### config.mk
export PLATFORM = sky130hd
export DESIGN_NAME = rcc_top
export DESIGN_NICKNAME = d
export VERILOG_FILES = /design/src/rtl/rcc_pkg.sv /design/src/rtl/rcc_glitch_det.sv /design/src/rtl/rcc_top.sv
export VERILOG_INCLUDE_DIRS = /design/src /design/src/rtl
export SDC_FILE = /design/constraint.sdc
export NUM_CORES = 1
export LEC_CHECK = 0
export BUFFER_PORTS_ARGS = -buffer_cell sky130_fd_sc_hd__buf_2
export CELL_PAD_IN_SITES_DETAIL_PLACEMENT = 1
export CELL_PAD_IN_SITES_GLOBAL_PLACEMENT = 1
export CORE_MARGIN = 5
export CORE_UTILIZATION = 50
export DETAILED_ROUTE_END_ITERATION = 8
export PLACE_DENSITY_LB_ADDON = 0.05
export SYNTH_ARGS = -nofsm -noshare
export SYNTH_HDL_FRONTEND = slang
export SYNTH_SLANG_ARGS = --single-unit
export TNS_END_PERCENT = 5
### constraint.sdc
create_clock -name CLK_SYS_I -period 5.25 [get_ports CLK_SYS_I]
set_clock_uncertainty 0.2 [all_clocks]
set_input_delay 0.525 -clock CLK_SYS_I [delete_from_list [all_inputs] [get_ports CLK_SYS_I]]
set_output_delay 0.525 -clock CLK_SYS_I [all_outputs]
set_load 0.02 [all_outputs]
### src/rtl/rcc_cfg.svh
// Timing counts and reset values for the reset and clock control block.
// Assumes inclusion by the package and the modules of this block only.
`ifndef RCC_CFG_SVH
`define RCC_CFG_SVH

// ****************************************************************
// Timing
// ****************************************************************
// Glitch width limit in picoseconds and the system clock period.
`define RCC_GLITCH_PS 3000
`define RCC_CLK_PERIOD_PS 5000
// Limit in whole cycles, rounded up, with a floor of one cycle.
`define RCC_GLITCH_RAW ((`RCC_GLITCH_PS + `RCC_CLK_PERIOD_PS - 1) / `RCC_CLK_PERIOD_PS)
`define RCC_GLITCH_CYC ((`RCC_GLITCH_RAW < 1) ? 1 : `RCC_GLITCH_RAW)
// Pulse stretch for a requested reset, in cycles.
`define RCC_RST_HOLD_CYC 8'h10
// Fast RC divider for the RTC slow clock option.
`define RCC_FRC_DIV 9'h100

// ****************************************************************
// Reset values
// ****************************************************************
`define RCC_CPU_SRC_RST 2'h0
`define RCC_CPU_DIV_RST 8'h02
`define RCC_SLOW_SRC_RST 2'h1
`define RCC_FAST_SRC_RST 1'h1

`endif

### src/rtl/rcc_pkg.sv
// Types shared by the reset and clock control block.
// Assumes the timing header is on the include path.
package rcc_pkg;

    // CPU clock source codes.
    typedef enum logic [1:0] {
        RCC_CPU_XTAL = 2'h0,
        RCC_CPU_FRC = 2'h1,
        RCC_CPU_PLL = 2'h2
    } rcc_cpu_src_t;

    // RTC slow clock source codes.
    typedef enum logic [1:0] {
        RCC_SLOW_X32K = 2'h0,
        RCC_SLOW_SRC = 2'h1,
        RCC_SLOW_FRC256 = 2'h2
    } rcc_slow_src_t;

    // Reset request bundle, one bit per level.
    typedef struct packed {
        logic chip;
        logic system;
        logic core;
        logic cpu1;
        logic cpu0;
    } rcc_rst_req_t;

    // Reset outputs towards the rest of the chip.
    typedef struct packed {
        logic chip;
        logic rtc;
        logic digital;
        logic secure;
        logic cpu1;
        logic cpu0;
    } rcc_rst_out_t;

    // Reset stretch state.
    typedef enum logic [0:0] {
        RCC_ST_IDLE = 1'b0,
        RCC_ST_HOLD = 1'b1
    } rcc_hold_st_t;

endpackage : rcc_pkg

### src/rtl/rcc_glitch_det.sv
// Glitch detector for the sampled main crystal clock.
// Assumes the crystal level is sampled as a synchronous input.
`timescale 1ns/1ps
`include "rcc_cfg.svh"

module rcc_glitch_det
    import rcc_pkg::*;
(
    // Clock and reset.
    input wire logic clk_i,
    input wire logic rst_i,
    // Sampled crystal level.
    input wire logic xtal_i,
    // Block flag, sticky until reset.
    output logic block_o
);

    // ****************************************************************
    // Pulse width measurement
    // ****************************************************************
    logic prev_q;
    logic prev_d;
    logic [7:0] width_q;
    logic [7:0] width_d;
    logic block_q;
    logic block_d;

    // A level seen on no more samples than the limit may be narrower than it: a glitch.
    always_comb begin
        prev_d = xtal_i;
        block_d = block_q;
        width_d = width_q;
        if (xtal_i != prev_q) begin
            if ((width_q != 8'h00) && (width_q <= 8'(`RCC_GLITCH_CYC))) begin
                block_d = 1'b1;
            end
            width_d = 8'h01;
        end else if (width_q != 8'hFF) begin
            width_d = width_q + 8'h01;
        end
    end

    // Registers for the measurement.
    always_ff @(posedge clk_i or posedge rst_i) begin
        if (rst_i) begin
            prev_q <= 1'b0;
            width_q <= 8'h00;
            block_q <= 1'b0;
        end else begin
            prev_q <= prev_d;
            width_q <= width_d;
            block_q <= block_d;
        end
    end

    assign block_o = block_q;

endmodule // rcc_glitch_det

### src/rtl/rcc_top.sv
// Reset and clock control: nested reset levels and clock selection.
// Assumes clock sources arrive as sampled levels on the system clock.
`timescale 1ns/1ps
`include "rcc_cfg.svh"

module rcc_top
    import rcc_pkg::*;
(
    // Clock and reset.
    input wire logic CLK_SYS_I,
    input wire logic SYS_RST_I,
    // Software reset requests from the cores.
    input wire logic CPU0_SW_CPU_RST_I,
    input wire logic CPU1_SW_CPU_RST_I,
    input wire logic SW_CORE_RST_I,
    input wire logic SW_SYSTEM_RST_I,
    // Hardware reset requests.
    input wire logic HW_CPU0_RST_I,
    input wire logic HW_CPU1_RST_I,
    input wire logic HW_CORE_RST_I,
    input wire logic HW_SYSTEM_RST_I,
    input wire logic HW_CHIP_RST_I,
    // Clock configuration written by a core.
    input wire logic CLK_CFG_WR_I,
    input wire logic [1:0] CPU_CLK_SRC_I,
    input wire logic [7:0] CPU_CLK_DIV_I,
    input wire logic [1:0] RTC_SLOW_SRC_I,
    input wire logic RTC_FAST_SRC_I,
    // Sampled clock source levels.
    input wire logic MAIN_CRYSTAL_CLOCK_I,
    input wire logic FAST_RC_CLK_I,
    input wire logic PLL_CLK_I,
    input wire logic X32K_CLK_I,
    input wire logic SLOW_RC_CLK_I,
    // Reset outputs.
    output rcc_rst_out_t RST_O,
    output logic CPU0_VECTOR_FETCH_O,
    output logic CPU1_VECTOR_FETCH_O,
    // Clock outputs and status.
    output logic CPU_CLK_O,
    output logic RTC_SLOW_CLK_O,
    output logic RTC_FAST_CLK_O,
    output logic XTAL_BLOCKED_O
);

    // ****************************************************************
    // Reset requests
    // ****************************************************************
    rcc_rst_req_t req;
    rcc_rst_req_t lvl;
    logic xtal_blocked;
    logic xtal_ok;

    // Software and hardware sources merge per level.
    always_comb begin
        req.cpu0 = CPU0_SW_CPU_RST_I | HW_CPU0_RST_I;
        req.cpu1 = CPU1_SW_CPU_RST_I | HW_CPU1_RST_I;
        req.core = SW_CORE_RST_I | HW_CORE_RST_I;
        req.system = SW_SYSTEM_RST_I | HW_SYSTEM_RST_I;
        req.chip = HW_CHIP_RST_I | SYS_RST_I;
    end

    // Wider levels pull in every narrower level.
    always_comb begin
        lvl.chip = req.chip;
        lvl.system = lvl.chip | req.system;
        lvl.core = lvl.system | req.core;
        lvl.cpu0 = lvl.core | req.cpu0;
        lvl.cpu1 = lvl.core | req.cpu1;
    end

    // ****************************************************************
    // Reset stretching, one counter per level
    // ****************************************************************
    logic [4:0] hold_act;
    logic [4:0] hold_done;

    genvar gi;
    generate
        for (gi = 0; gi < 5; gi++) begin : g_hold
            rcc_hold_st_t st_q;
            rcc_hold_st_t st_d;
            logic [7:0] cnt_q;
            logic [7:0] cnt_d;
            logic done_q;
            logic done_d;

            // Hold each level for a fixed time after its request drops.
            always_comb begin
                st_d = st_q;
                cnt_d = cnt_q;
                done_d = 1'b0;
                case (st_q)
                    RCC_ST_IDLE: begin
                        if (lvl[gi]) begin
                            st_d = RCC_ST_HOLD;
                            cnt_d = `RCC_RST_HOLD_CYC;
                        end
                    end
                    RCC_ST_HOLD: begin
                        if (lvl[gi]) begin
                            cnt_d = `RCC_RST_HOLD_CYC;
                        end else if (cnt_q == 8'h00) begin
                            st_d = RCC_ST_IDLE;
                            done_d = 1'b1;
                        end else begin
                            cnt_d = cnt_q - 8'h01;
                        end
                    end
                    default: begin
                        st_d = RCC_ST_IDLE;
                    end
                endcase
            end

            // Start in hold so every domain leaves reset cleanly.
            always_ff @(posedge CLK_SYS_I or posedge SYS_RST_I) begin
                if (SYS_RST_I) begin
                    st_q <= RCC_ST_HOLD;
                    cnt_q <= `RCC_RST_HOLD_CYC;
                    done_q <= 1'b0;
                end else begin
                    st_q <= st_d;
                    cnt_q <= cnt_d;
                    done_q <= done_d;
                end
            end

            assign hold_act[gi] = (st_q == RCC_ST_HOLD);
            assign hold_done[gi] = done_q;
        end
    endgenerate

    // Map stretched levels onto the reset outputs.
    always_comb begin
        RST_O.cpu0 = hold_act[0];
        RST_O.cpu1 = hold_act[1];
        RST_O.secure = hold_act[0];
        RST_O.digital = hold_act[2];
        RST_O.rtc = hold_act[3];
        RST_O.chip = hold_act[4];
        CPU0_VECTOR_FETCH_O = hold_done[0];
        CPU1_VECTOR_FETCH_O = hold_done[1];
    end

    // ****************************************************************
    // Clock configuration
    // ****************************************************************
    logic [1:0] cpu_src_q;
    logic [1:0] cpu_src_d;
    logic [7:0] cpu_div_q;
    logic [7:0] cpu_div_d;
    logic [1:0] slow_src_q;
    logic [1:0] slow_src_d;
    logic fast_src_q;
    logic fast_src_d;

    // CPU clock settings fall back to defaults on a CPU0 reset, RTC clock settings on a system reset.
    always_comb begin
        cpu_src_d = cpu_src_q;
        cpu_div_d = cpu_div_q;
        slow_src_d = slow_src_q;
        fast_src_d = fast_src_q;
        if (hold_act[0]) begin
            cpu_src_d = `RCC_CPU_SRC_RST;
            cpu_div_d = `RCC_CPU_DIV_RST;
        end else if (CLK_CFG_WR_I) begin
            cpu_src_d = CPU_CLK_SRC_I;
            cpu_div_d = CPU_CLK_DIV_I;
        end
        if (hold_act[3]) begin
            slow_src_d = `RCC_SLOW_SRC_RST;
            fast_src_d = `RCC_FAST_SRC_RST;
        end else if (CLK_CFG_WR_I) begin
            slow_src_d = RTC_SLOW_SRC_I;
            fast_src_d = RTC_FAST_SRC_I;
        end
    end

    // Configuration registers.
    always_ff @(posedge CLK_SYS_I or posedge SYS_RST_I) begin
        if (SYS_RST_I) begin
            cpu_src_q <= `RCC_CPU_SRC_RST;
            cpu_div_q <= `RCC_CPU_DIV_RST;
            slow_src_q <= `RCC_SLOW_SRC_RST;
            fast_src_q <= `RCC_FAST_SRC_RST;
        end else begin
            cpu_src_q <= cpu_src_d;
            cpu_div_q <= cpu_div_d;
            slow_src_q <= slow_src_d;
            fast_src_q <= fast_src_d;
        end
    end

    // ****************************************************************
    // Crystal glitch guard
    // ****************************************************************
    rcc_glitch_det u_glitch (
        .clk_i(CLK_SYS_I),
        .rst_i(SYS_RST_I),
        .xtal_i(MAIN_CRYSTAL_CLOCK_I),
        .block_o(xtal_blocked)
    );

    assign xtal_ok = MAIN_CRYSTAL_CLOCK_I & ~xtal_blocked;

    // ****************************************************************
    // Clock dividers and selection
    // ****************************************************************
    logic src_prev_q;
    logic src_prev_d;
    logic xtal_prev_q;
    logic xtal_prev_d;
    logic frc_prev_q;
    logic frc_prev_d;
    logic [7:0] cpu_cnt_q;
    logic [7:0] cpu_cnt_d;
    logic cpu_clk_q;
    logic cpu_clk_d;
    logic xtal2_q;
    logic xtal2_d;
    logic [8:0] frc_cnt_q;
    logic [8:0] frc_cnt_d;
    logic frc256_q;
    logic frc256_d;
    logic slow_q;
    logic slow_d;
    logic fast_q;
    logic fast_d;
    logic cpu_src_lvl;

    // Level of the chosen CPU source.
    always_comb begin
        case (cpu_src_q)
            RCC_CPU_XTAL: cpu_src_lvl = xtal_ok;
            RCC_CPU_FRC: cpu_src_lvl = FAST_RC_CLK_I;
            RCC_CPU_PLL: cpu_src_lvl = PLL_CLK_I;
            default: cpu_src_lvl = xtal_ok;
        endcase
    end

    // Edge-counting dividers that toggle outputs on rising source edges; a CPU divide of 0 or 1 passes the source level.
    always_comb begin
        src_prev_d = cpu_src_lvl;
        xtal_prev_d = xtal_ok;
        frc_prev_d = FAST_RC_CLK_I;
        cpu_cnt_d = cpu_cnt_q;
        cpu_clk_d = cpu_clk_q;
        xtal2_d = xtal2_q;
        frc_cnt_d = frc_cnt_q;
        frc256_d = frc256_q;
        if (cpu_src_lvl && !src_prev_q) begin
            if (cpu_div_q <= 8'h01) begin
                cpu_clk_d = 1'b1;
            end else if (cpu_cnt_q + 8'h01 >= (cpu_div_q >> 1)) begin
                cpu_cnt_d = 8'h00;
                cpu_clk_d = ~cpu_clk_q;
            end else begin
                cpu_cnt_d = cpu_cnt_q + 8'h01;
            end
        end else if (!cpu_src_lvl && src_prev_q && (cpu_div_q <= 8'h01)) begin
            cpu_clk_d = 1'b0;
        end
        if (xtal_ok && !xtal_prev_q) begin
            xtal2_d = ~xtal2_q;
        end
        if (FAST_RC_CLK_I && !frc_prev_q) begin
            if (frc_cnt_q == (`RCC_FRC_DIV >> 1) - 9'h001) begin
                frc_cnt_d = 9'h000;
                frc256_d = ~frc256_q;
            end else begin
                frc_cnt_d = frc_cnt_q + 9'h001;
            end
        end
    end

    // Output clock selection for the RTC domain.
    always_comb begin
        case (slow_src_q)
            RCC_SLOW_X32K: slow_d = X32K_CLK_I;
            RCC_SLOW_SRC: slow_d = SLOW_RC_CLK_I;
            RCC_SLOW_FRC256: slow_d = frc256_q;
            default: slow_d = SLOW_RC_CLK_I;
        endcase
        fast_d = fast_src_q ? FAST_RC_CLK_I : xtal2_q;
    end

    // Divider and output registers.
    always_ff @(posedge CLK_SYS_I or posedge SYS_RST_I) begin
        if (SYS_RST_I) begin
            src_prev_q <= 1'b0;
            xtal_prev_q <= 1'b0;
            frc_prev_q <= 1'b0;
            cpu_cnt_q <= 8'h00;
            cpu_clk_q <= 1'b0;
            xtal2_q <= 1'b0;
            frc_cnt_q <= 9'h000;
            frc256_q <= 1'b0;
            slow_q <= 1'b0;
            fast_q <= 1'b0;
        end else begin
            src_prev_q <= src_prev_d;
            xtal_prev_q <= xtal_prev_d;
            frc_prev_q <= frc_prev_d;
            cpu_cnt_q <= cpu_cnt_d;
            cpu_clk_q <= cpu_clk_d;
            xtal2_q <= xtal2_d;
            frc_cnt_q <= frc_cnt_d;
            frc256_q <= frc256_d;
            slow_q <= slow_d;
            fast_q <= fast_d;
        end
    end

    // The slow clock feeds the RTC counter, watchdog and low-power logic.
    assign CPU_CLK_O = cpu_clk_q;
    assign RTC_SLOW_CLK_O = slow_q;
    assign RTC_FAST_CLK_O = fast_q;
    assign XTAL_BLOCKED_O = xtal_blocked;

endmodule // rcc_top

==> results_dict.tcl <==
set metrics [dict create \
    fp.coreArea_sq_um 9240 \
    drive_gt1_frac 0.147 \
    yosysSeqAreaShare 0.501 \
    synthesis.area_sq_um 4720 \
    portBuffers 40 \
    instances_no_fill 639 \
    first_global_vias 3695 \
    p_leak_nw 2.43 \
    startpoint_type "register" \
    numPlacedInstances 623 \
    required_ns 5.32 \
    route.detailed.drc 0 \
    status "complete, no violations" \
    clkSinkCount 94 \
    report.final.hold_viol_count 0 \
    p_total_mw 1.57 \
    rr_startpoint "cpu_cnt_q[0]$_DFFE_PP0N_" \
    synth_most_common_cell "dfrtp_1" \
    synthArstFlopShare 1.00 \
    cts_made_buffers 9 \
    synthTopCellsByCount "81 x dfrtp_1, 70 x nor2_1, 32 x inv_1" \
    ant_nets 0 \
    finalWorstSetupSlack_ns 2.27 \
    dp_hpwl_um 7110 \
    drtPass1Iterations 4 \
    drt_wl_total_um 9800 \
    ff2ff_setup_slack_ns 2.27 \
    place_congestion 0.804 \
    hold_buffers 0 \
    slew_violations 0 \
    die_w_um 107 \
    powerDensity_nw_per_um2 303 \
    ctsResizeCount 0 \
    grt_usage 0.183 \
    endpoint_kind "register" \
    yosys_warnings 0 \
    fin_nets 554 \
    yosysUniqueCellTypes 57 \
    postCtsSetupBuffers 0 \
    hp-class "in -> reg" \
    synth_area_per_cell_sq_um 10.0 \
    clock_latency_ns 0.36 \
    htreeDepth 3 \
    rows 35 \
    setup.worst_path.start "cpu_cnt_q[0]$_DFFE_PP0N_" \
    holdPathStages 1 \
    synthFlopType "dfrtp_1" \
    rsz0062_at_grt "no" \
    crit_fanout 7 \
    post-place-ws_ns 2.02 \
    slew_headroom 0.299 \
    syn-num-nets 521 \
    synth_top_cell_by_area "dfrtp_1" \
    crit_end "cpu_cnt_q[2]$_DFFE_PP0N_" \
    root_buffer "clkbuf_8" \
    fmax_ghz 0.336 \
    detail_route.wl_per_cell_um 15.3 \
    final.setup.tns_ns 0 \
    routed_via_density 5.39 \
    syn_inst 472 \
    peakVddDrop_mv 0.134 \
    ff2ff_path_depth 8 \
    dieArea_sq_um 11500 \
    worst_pin_slew_ns 1.05 \
    area.growth.synth_to_final_pct 9.85 \
    utilization 0.562 \
    drt_iter0_drc 104 \
    post-route-min-period_ns 2.98 \
    hp-start "MAIN_CRYSTAL_CLOCK_I" \
    crit_arrival_ns 3.05 \
    yosys.area.top_type_share 0.429 \
    vias 3442 \
    cts_tree "yes" \
    worstReg2RegEnd "cpu_cnt_q[2]$_DFFE_PP0N_" \
    initial_core_util 0.511 \
    grt_pass1_wl_um 17000 \
    grt_overflow 0 \
    drv_cap 0 \
    grt_max_degree 63 \
    path_clk_slew_ns 0.09 \
    synth.top_cells.by_area "dfrtp_1 43%, dfstp_2 7.2%, nor2_1 5.6%, ha_1 5.0%, xor2_1 5.0%" \
    setup_viol_count_final 0 \
    clockBufferDepth 2 \
    antenna_found_initial 0 \
    ioPinCount 42 \
    die_y_um 107 \
    antennaDiodeCount 0 \
    synth_edf_count 0 \
    fin_crit_sh 0.567 \
    criticalPathCategory "reg -> reg" \
    synth-seq-cells 94 \
]
-- flip-flops by register name, summed over array words and instances, names as in the netlist, 2 cells and up --
register and cells:
g_hold.cnt_q 40, g_hold.st_q 5, cpu_cnt_q 8, frc_cnt_q 9
u_glitch.width_q 8, slow_src_q 2, cpu_src_q 2, cpu_div_q 7
-- cell families after synthesis --
| group | count (synthesis) | synth area share |
|---|---|---|
| compound gates | 55 | 0.0834 |
| xor+xnor | 43 | 0.0797 |
| fa+ha+maj | 19 | 0.0503 |
| buf+inv | 51 | 0.0474 |
| flops | 94 | 0.501 |
| mux | 15 | 0.0323 |
| simple gates | 195 | 0.205 |
-- cell usage in the layout (no fill, tap or decap), types with 3 or more instances in the layout --
master / synthesis / routed
a211o_1: 3 / 3
a211oi_1: 7 / 7
a21oi_1: 6 / 6
a31oi_1: 6 / 6
and3_1: 8 / 8
buf_2: 2 / 40
clkbuf_8: 0 / 10
clkinv_2: 0 / 4
dfrtp_1: 81 / 81
dfstp_2: 13 / 13
ha_1: 19 / 19
inv_1: 32 / 31
mux2i_1: 13 / 13
nand2_1: 30 / 30
nand2b_1: 4 / 4
nand3_1: 22 / 22
nand4_1: 5 / 5
nor2_1: 70 / 70
nor2b_1: 5 / 5
nor3_1: 12 / 12
nor4_1: 6 / 6
nor4b_1: 4 / 4
o21ai_0: 5 / 5
o21ai_1: 7 / 7
or2_1: 4 / 4
or3_1: 9 / 9
or4_1: 4 / 4
xnor2_1: 16 / 16
xor2_1: 27 / 27
-- where the power goes --
group | leakage, nW | internal [mW] | switching (mW)
combinational | 1.09 | 0.102 | 0.153
sequential | 1.23 | 0.773 | 0.0579
clock | 0.102 | 0.232 | 0.253
total | 2.43 | 1.11 | 0.464
-- area by class of cell --
class                      count  area (sq um)
multi-input combinational    327          2130
timing repair buffer          41           208
tap                          129           161
clock buffer                  10           138
fill                        1060          4050
clock inverter                 6          61.3
inverter                      32           121
sequential                    94          2370
-- worst min-delay path by stage --
stage / endpoint
final: u_glitch.prev_q$_DFF_PP0_
after global routing: u_glitch.prev_q$_DFF_PP0_
after CTS: u_glitch.prev_q$_DFF_PP0_
after detailed placement: xtal2_q$_DFFE_PP0P_
after global placement: CPU_CLK_O$_DFFE_PP0P_
after floorplan: xtal2_q$_DFFE_PP0P_
-- metrics by stage --
stage	hold slack [ns]	instance area (sq um)
after global placement	0.253	4990
after CTS	0.114	5190
after detailed placement	0.257	4990
final	0.129	5190
after floorplan	0.238	4720
after global routing	0.119	5190
-- per-layer routing --
metal / share of wire / global-route usage
met1: 0.47 / 0.234
met3: 0.032 / 0.0415
met5: 0 / 0
met4: 0.0069 / 0.0438
met2: 0.49 / 0.315
-- critical path, stage by stage, from the launching register on --
cell and delay (ns):
dfrtp_1 0.47, ha_1 0.29, xor2_1 0.16, ha_1 0.28
o21ai_1 0.08, a21oi_1 0.06, o31ai_1 0.78, nand2_1 0.33
o22ai_1 0.25
No activity file was read; power rests on OpenSTA's default activity.
